**config.mk**
```make
export PLATFORM = sky130hd
export DESIGN_NAME = scc_claim
export DESIGN_NICKNAME = d
export VERILOG_FILES = /design/src/logic/scc_pkg.sv /design/src/logic/scc_claim.sv
export SDC_FILE = /design/constraint.sdc
export NUM_CORES = 2
export LEC_CHECK = 0
export BUFFER_PORTS_ARGS = -buffer_cell sky130_fd_sc_hd__buf_2
export CAP_MARGIN = 20
export CORE_UTILIZATION = 50
export DETAILED_ROUTE_END_ITERATION = 8
export HOLD_SLACK_MARGIN = 0.12
export PLACE_DENSITY = 0.66
export SYNTH_ARGS = -nofsm -noshare
export SYNTH_HDL_FRONTEND = slang
export SYNTH_SLANG_ARGS = --single-unit
```
**constraint.sdc**
```tcl
create_clock -name sys_clk -period 6.4 [get_ports sys_clk]
set_clock_uncertainty 0.05 [all_clocks]
set_input_delay 0.32 -clock sys_clk [delete_from_list [all_inputs] [get_ports sys_clk]]
set_output_delay 0.32 -clock sys_clk [all_outputs]
set_load 0.02 [all_outputs]
```
**src/logic/scc_pkg.sv**
```systemverilog
// Purpose: constants for the secondary-side configuration cycle claim logic
// Assumes: PCI command codes as seen on the C/BE# lines in the address phase
// Notes:   offsets, field positions and reset values live here only
`default_nettype none

package scc_pkg;
	// ------------------------------------------------------------------
	// bus commands (raw C/BE# value)
	// ------------------------------------------------------------------
	localparam logic [3:0] CMD_SPECIAL = 4'h1;
	localparam logic [3:0] CMD_CFG_WR  = 4'hb;

	// ------------------------------------------------------------------
	// configuration address fields
	// ------------------------------------------------------------------
	localparam logic [1:0] CFG_TYPE0    = 2'h0;
	localparam logic [1:0] CFG_TYPE1    = 2'h1;
	localparam int         AD_BUS_LSB   = 16;
	localparam int         AD_DEV_LSB   = 11;
	localparam int         AD_FUNC_LSB  = 8;
	localparam logic [4:0] DEV_SPECIAL  = 5'h1f;
	localparam logic [2:0] FUNC_SPECIAL = 3'h7;

	// ------------------------------------------------------------------
	// configuration header layout
	// ------------------------------------------------------------------
	localparam int         HDR_BYTES  = 64;
	localparam int         HDR_DWORDS = HDR_BYTES / 4;
	localparam logic [3:0] DW_ID      = 4'h0;
	localparam logic [3:0] DW_CLASS   = 4'h2;
	localparam logic [3:0] DW_HDR     = 4'h3;
	localparam logic [3:0] DW_BUSNUM  = 4'h6;
	localparam int         BN_PRI_LSB = 0;
	localparam int         BN_SEC_LSB = 8;
	localparam int         BN_SUB_LSB = 16;
	localparam logic [2:0] FN_SET1    = 3'h0;
	localparam logic [2:0] FN_SET2    = 3'h1;

	// ------------------------------------------------------------------
	// values after reset and lane masks
	// ------------------------------------------------------------------
	localparam logic [31:0] RST_DWORD = 32'h0000_0000;
	localparam logic [31:0] RST_HDR   = 32'h0001_0000;
	localparam logic [3:0]  RO_HDR    = 4'h4;
	localparam logic [3:0]  PRI_HDR   = 4'h2;
	localparam logic [3:0]  PRI_BUSN  = 4'h1;
	localparam logic [3:0]  LANES_ALL = 4'hf;
	localparam logic [3:0]  LANES_NONE = 4'h0;

	// decode outcome of one address phase
	typedef enum logic [1:0] {
		ACT_IGNORE,
		ACT_SPECIAL,
		ACT_TYPE1
	} scc_act_t;
endpackage

`default_nettype wire

```
**src/logic/scc_claim.sv**
```systemverilog
// Purpose: claim decision for configuration commands seen on a secondary bus
// Assumes: secondary bus pins sampled on sys_clk; primary side runs claimed cycles
// Notes:   holds both configuration header sets; SEC_SET picks this port's set
`default_nettype none

// Overview of operation
// - a type 0 configuration write on the secondary bus is ignored and never claimed.
// - a type 1 configuration write is ignored unless it encodes a special cycle request.
// - a configuration write with device 1Fh and function 7h is a special cycle request.
// - a special cycle request for the primary bus number is claimed and run there as a special cycle.
// - a request for a bus that is neither primary nor in secondary..subordinate is claimed and forwarded unchanged as type 1.
// - a request for a non-primary bus inside secondary..subordinate is ignored.
// - two nearly identical configuration sets exist, each reached by its own function number.
// - each set holds a 64-byte bridge configuration header.
// - the first set serves secondary bus 1 and the second set serves secondary bus 2.
// - settings of the primary interface are kept in the first set only.
// - a special cycle command seen on the secondary bus is ignored and never claimed.
module scc_claim
	import scc_pkg::*;
#(
	parameter bit          SEC_SET = 1'b0,         // 0: secondary bus 1, 1: bus 2
	parameter logic [15:0] VEN_ID  = 16'h0abc,     // arbitrary value
	parameter logic [15:0] DEV_ID  = 16'h0123,     // arbitrary value
	parameter logic [31:0] CLASS   = 32'h0604_0000 // class code and revision
)
(
	// clock and reset
	input  wire logic        sys_clk,
	input  wire logic        nrst,
	// secondary bus pins
	input  wire logic        s_frame_n,
	input  wire logic [31:0] s_ad,
	input  wire logic [3:0]  s_cbe_n,
	// configuration access port
	input  wire logic        cfg_we,
	input  wire logic        cfg_re,
	input  wire logic [2:0]  cfg_func,
	input  wire logic [3:0]  cfg_dw,
	input  wire logic [3:0]  cfg_be,
	input  wire logic [31:0] cfg_wdata,
	output logic [31:0]      cfg_rdata,
	output logic             cfg_rvalid,
	output logic             cfg_miss,
	// claim and forwarding requests
	output logic             claim,
	output logic             fwd_special,
	output logic             fwd_type1,
	output logic [31:0]      fwd_addr
);

	// ------------------------------------------------------------------
	// functions
	// ------------------------------------------------------------------
	function automatic logic in_range(input logic [7:0] bus, input logic [7:0] lo,
		input logic [7:0] hi);
		in_range = (bus >= lo) && (bus <= hi);
	endfunction

	// lanes software may not write in a given set and dword
	function automatic logic [3:0] ro_lanes(input logic set, input logic [3:0] dw);
		ro_lanes = LANES_NONE;
		if (dw == DW_ID || dw == DW_CLASS)
			ro_lanes = LANES_ALL;
		else if (dw == DW_HDR)
			ro_lanes = set ? (RO_HDR | PRI_HDR) : RO_HDR;
		else if (dw == DW_BUSNUM && set)
			ro_lanes = PRI_BUSN;
	endfunction

	// ------------------------------------------------------------------
	// pin synchronisers
	// ------------------------------------------------------------------
	logic        frame_q1;
	logic        frame_q2;
	logic        frame_q3;
	logic [31:0] ad_q1;
	logic [31:0] ad_q2;
	logic [3:0]  cbe_q1;
	logic [3:0]  cbe_q2;

	// two stages for every pin, third stage of frame for edge detect
	always_ff @(posedge sys_clk)
	begin
		if (!nrst)
		begin
			frame_q1 <= 1'b1;
			frame_q2 <= 1'b1;
			frame_q3 <= 1'b1;
			ad_q1    <= 32'h0000_0000;
			ad_q2    <= 32'h0000_0000;
			cbe_q1   <= 4'hf;
			cbe_q2   <= 4'hf;
		end
		else
		begin
			frame_q1 <= s_frame_n;
			frame_q2 <= frame_q1;
			frame_q3 <= frame_q2;
			ad_q1    <= s_ad;
			ad_q2    <= ad_q1;
			cbe_q1   <= s_cbe_n;
			cbe_q2   <= cbe_q1;
		end
	end

	// ------------------------------------------------------------------
	// configuration header storage
	// ------------------------------------------------------------------
	// 64-byte header
	logic [31:0] hdr_mem [2][HDR_DWORDS];
	logic [3:0]  wr_lanes;
	logic        set_sel;
	logic        set_ok;

	assign set_ok   = (cfg_func == FN_SET1) || (cfg_func == FN_SET2);
	assign set_sel  = (cfg_func == FN_SET2);
	assign wr_lanes = cfg_be & ~ro_lanes(set_sel, cfg_dw);

	// byte-lane writes, read-only lanes keep their reset image
	always_ff @(posedge sys_clk)
	begin
		if (!nrst)
		begin
			for (int s = 0; s < 2; s++)
			begin
				for (int d = 0; d < HDR_DWORDS; d++)
				begin
					hdr_mem[s][d] <= (d == int'(DW_HDR)) ? RST_HDR : RST_DWORD;
				end
			end
		end
		else if (cfg_we && set_ok)
		begin
			for (int b = 0; b < 4; b++)
			begin
				if (wr_lanes[b])
					hdr_mem[set_sel][cfg_dw][8*b +: 8] <= cfg_wdata[8*b +: 8];
			end
		end
	end

	// read view of the selected set
	logic [31:0] next_rdata;

	always_comb
	begin
		next_rdata = RST_DWORD;
		if (set_ok)
		begin
			next_rdata = hdr_mem[set_sel][cfg_dw];
			if (cfg_dw == DW_ID)
				next_rdata = {DEV_ID, VEN_ID};
			else if (cfg_dw == DW_CLASS)
				next_rdata = CLASS;
			// primary settings come from the first set
			else if (set_sel && cfg_dw == DW_HDR)
				next_rdata[15:8] = hdr_mem[0][DW_HDR][15:8];
			else if (set_sel && cfg_dw == DW_BUSNUM)
				next_rdata[7:0] = hdr_mem[0][DW_BUSNUM][7:0];
		end
	end

	// registered read answer, unmapped functions read zero
	always_ff @(posedge sys_clk)
	begin
		if (!nrst)
		begin
			cfg_rdata  <= RST_DWORD;
			cfg_rvalid <= 1'b0;
			cfg_miss   <= 1'b0;
		end
		else
		begin
			cfg_rvalid <= cfg_re;
			cfg_miss   <= cfg_re && !set_ok;
			if (cfg_re)
				cfg_rdata <= next_rdata;
		end
	end

	// ------------------------------------------------------------------
	// address phase decode
	// ------------------------------------------------------------------
	logic       addr_phase;
	logic [7:0] t_bus;
	logic [7:0] pri_bus;
	logic [7:0] sec_bus;
	logic [7:0] sub_bus;
	logic       is_cfg_wr;
	logic       is_type1;
	logic       spec_req;
	scc_act_t   next_act;

	assign addr_phase = frame_q3 && !frame_q2; // first cycle with frame low
	assign is_cfg_wr = (cbe_q2 == CMD_CFG_WR);
	assign is_type1  = (ad_q2[1:0] == CFG_TYPE1);
	assign t_bus     = ad_q2[AD_BUS_LSB +: 8];
	assign spec_req  = is_cfg_wr && is_type1
		&& (ad_q2[AD_DEV_LSB +: 5] == DEV_SPECIAL)
		&& (ad_q2[AD_FUNC_LSB +: 3] == FUNC_SPECIAL);
	// this port's bus range from its own set
	assign sec_bus   = hdr_mem[SEC_SET][DW_BUSNUM][BN_SEC_LSB +: 8];
	assign sub_bus   = hdr_mem[SEC_SET][DW_BUSNUM][BN_SUB_LSB +: 8];
	// primary bus number only in the first set
	assign pri_bus   = hdr_mem[0][DW_BUSNUM][BN_PRI_LSB +: 8];

	// outcome of one command; special cycle and other commands fall to ignore
	always_comb
	begin
		next_act = ACT_IGNORE;
		// type 0 and plain type 1 stay ignored
		if (spec_req)
		begin
			if (t_bus == pri_bus)
				next_act = ACT_SPECIAL;
			// outside the range goes on as type 1
			else if (!in_range(t_bus, sec_bus, sub_bus))
				next_act = ACT_TYPE1;
			else
				next_act = ACT_IGNORE;
		end
	end

	// ------------------------------------------------------------------
	// claim and forward pulses
	// ------------------------------------------------------------------
	// one-cycle pulses the cycle after the address phase
	always_ff @(posedge sys_clk)
	begin
		if (!nrst)
		begin
			claim       <= 1'b0;
			fwd_special <= 1'b0;
			fwd_type1   <= 1'b0;
		end
		else
		begin
			// special cycle command never reaches a claim
			claim       <= addr_phase && (next_act != ACT_IGNORE);
			fwd_special <= addr_phase && (next_act == ACT_SPECIAL);
			fwd_type1   <= addr_phase && (next_act == ACT_TYPE1);
		end
	end

	always_ff @(posedge sys_clk)
	begin
		if (!nrst)
			fwd_addr <= 32'h0000_0000;
		else if (addr_phase && next_act != ACT_IGNORE)
			fwd_addr <= ad_q2;
	end
endmodule // scc_claim

`default_nettype wire

```
==> impl_metrics.env <==
export IMPL_outcome="completed"
export IMPL_p_per_area_nw_per_um2=299
export IMPL_synth_cell_types=67
export IMPL_finalSetupViolations=0
export IMPL_totalWireLength_um=141000
export IMPL_clock_fmax_mhz=266
export IMPL_rows=113
export IMPL_finalWeightedCongestion=0.909
export IMPL_root_buffer="clkbuf_16"
export IMPL_htreeDepth=3
export IMPL_period_needed_ps=3750
export IMPL_clk_latency_ps=720
export IMPL_n_fill_cell=7591
export IMPL_antenna_found_initial=10
export IMPL_cts_sinks=1137
export IMPL_finalSetupTns_ps=0
export IMPL_grt_max_degree=130
export IMPL_setup_slack_ps=2650
export IMPL_worst_ir_drop_vdd_mv=0.231
export IMPL_p_leak_nw=19.9
export IMPL_cts_resized=0
export IMPL_port_buffer_count=152
export IMPL_grt_pass1_wl_um=205000
export IMPL_die_y_um=312
export IMPL_cp_arrival_ps=4040
export IMPL_critPathLaunchType="input port"
export IMPL_finalNetCount=4005
export IMPL_clockBufferDepth=3
export IMPL_syn_cell_area_sq_um=48000
export IMPL_max_slew_margin_rel=0.205
export IMPL_dr_pass1_iters=6
export IMPL_regArea_sq_um=32700
export IMPL_path_clk_slew_ps=70
export IMPL_power_total_mw=16.3
export IMPL_drv_slew=0
export IMPL_async_flop_share=0
export IMPL_rsz0062_at_grt="false"
export IMPL_drc=0
export IMPL_place_hpwl_um=90400
export IMPL_synthCells=3656
export IMPL_crit_type="input port to flop"
export IMPL_hold_ws_ps=154
export IMPL_grt_total_usage=0.288
export IMPL_cap_violations=0
export IMPL_dieArea_sq_um=97200
export IMPL_syn2layout_area_growth_pct=13.5
export IMPL_hold_class="input port to flop"
export IMPL_postSynthAreaPerCell_sq_um=13.1
export IMPL_final_period_utilization=0.586
export IMPL_ant_nets=0
export IMPL_numCtsBuffers=113
export IMPL_cts_tree="done"
export IMPL_multi_input_area_sq_um=14300
export IMPL_core_sq_um=95000
export IMPL_wl_per_cell_um=26.8
export IMPL_seq_area_frac_synth=0.681
export IMPL_drtIter0Drc=4194
export IMPL_synth_seq_cells=1137
export IMPL_ys_flop_type="edfxtp_1"
export IMPL_yosysWarnings=0
export IMPL_vias=31600
export IMPL_vias_per_cell=5.99
export IMPL_grt_pass1_vias=30400
export IMPL_ioPinCount=153
export IMPL_synth_edf_count=993
export IMPL_start_util=0.505
export IMPL_worstPathMaxFanout=24
export IMPL_pre_cts_ws_ps=2180
export IMPL_hold_violations=0
export IMPL_layout_drive_gt1_share=0.139
export IMPL_cp_end_kind="flop"
export IMPL_tightest_slew_ps=1180
export IMPL_required_ps=6690
export IMPL_overflow=0
export IMPL_chipWidth_um=312
## critical path: stages
cell           delay (ps)
dlygate4sd3_1         530
buf_2                 150
nor2_1                440
nand4_2               390
nor2_1                360
nand2_1               700
o21ai_0              1140
## where the power goes
part | internal [mW] | leakage (nW) | switching (mW)
combinational | 0.332 | 7.43 | 0.757
sequential | 8.47 | 10.6 | 0.145
clock | 3.72 | 1.82 | 2.85
total | 12.5 | 19.9 | 3.76
## cell type report
class                      instances  area share
clock buffer                     159      0.0587
multi-input combinational       2305       0.263
clock inverter                    53     0.00846
tap                             1265      0.0291
antenna                            6    0.000276
timing repair buffer             311      0.0370
sequential                      1137       0.601
inverter                          37     0.00255
## cell usage after synthesis (all sizes together), types with 41 or more instances
cell,count,area (sq um)
edfxtp,993,29800
mux2i,57,571
nand3,234,1170
nor2,114,428
a31oi,45,288
nand2,591,2220
mux4,93,2090
and2,533,3330
a32oi,41,359
clkbuf,140,527
o21ai,128,641
dfxtp,144,2880
buf,120,672
a21oi,52,260
## metrics by stage
| stage | utilization | area [sq um] | cells |
|---|---|---|---|
| floorplan | - | 48300 | 3739 |
| global placement | 0.527 | 50000 | 4954 |
| detailed placement | 0.527 | 50100 | 4958 |
| CTS | 0.570 | 54200 | 5214 |
| global route | 0.573 | 54400 | 5268 |
| finish | 0.573 | 54500 | 5273 |
## repair_timing
action,in CTS,in global routing
hold endpoints to repair,61,0
setup buffers,0,0
hold buffers,44,0
## kinds of logic (layout without fill, tap and decap cells)
group | count (synthesis) | count (layout) | synth area share
and+or+nand+nor | 1621 | 1621 | 0.169
adders and majority gates | 16 | 16 | 0.00417
muxes | 159 | 159 | 0.0576
xor gates and xnor gates | 8 | 8 | 0.00146
other | 2 | 91 | 0.000156
buffers and inverters | 297 | 560 | 0.0279
DFF | 1137 | 1137 | 0.681
AOI/OAI and AO/OA | 416 | 416 | 0.0581
## metal layers
metal  global-route usage  part of all wire  routed length [um]  vias to the layer above
met5                    0          0.000092                  13                        -
met4                0.107             0.038                5380                        2
met3               0.0616              0.11               15100                      316
met2                0.454              0.47               66100                     1840
met1                0.394              0.39               54700                    15600
li1                     -                 -                   -                    13800
## cell usage in the layout, fill, tap and decap left out, drive strengths merged, types with 19 or more instances in the layout
cell and instances:
edfxtp 993, nand2 591, and2 533, buf 248, nand3 234, clkbuf 178
dfxtp 144, o21ai 128, nor2 114, mux4 93, conb 85, mux2i 57
a21oi 52, a31oi 45, dlygate4sd3 44, clkinv 44, a32oi 41, inv 40
and3 34, nor3 27, or4 23, a2bb2oi 22, nand2b 21, nand4 20
a41oi 19
## sequential cells by signal, indices dropped and copies added, names as in the netlist
name	cells
fwd_addr	32
fwd_type1	1
cbe_q2	4
ad_q1	32
cfg_miss	1
frame_q1	1
cfg_rdata	32
hdr_mem	993
ad_q2	32
frame_q3	1
cfg_rvalid	1
fwd_special	1
cbe_q1	4
claim	1
frame_q2	1
## final timing paths
kind | start | endpoint | slack (ps) | cells after the start
max | cfg_func[1] | hdr_mem[0][333]$_SDFFCE_PN0P_ | 2650 | 7
min | cfg_wdata[7] | hdr_mem[0][327]$_SDFFCE_PN0P_ | 150 | 2
max reg2reg | ad_q2[16]$_SDFF_PN0_ | fwd_addr[14]$_SDFFE_PN0P_ | 3500 | 9
min reg2reg | frame_q1$_SDFF_PN1_ | frame_q2$_SDFF_PN1_ | 360 | 1
No activity file was read; power rests on OpenSTA's default activity.
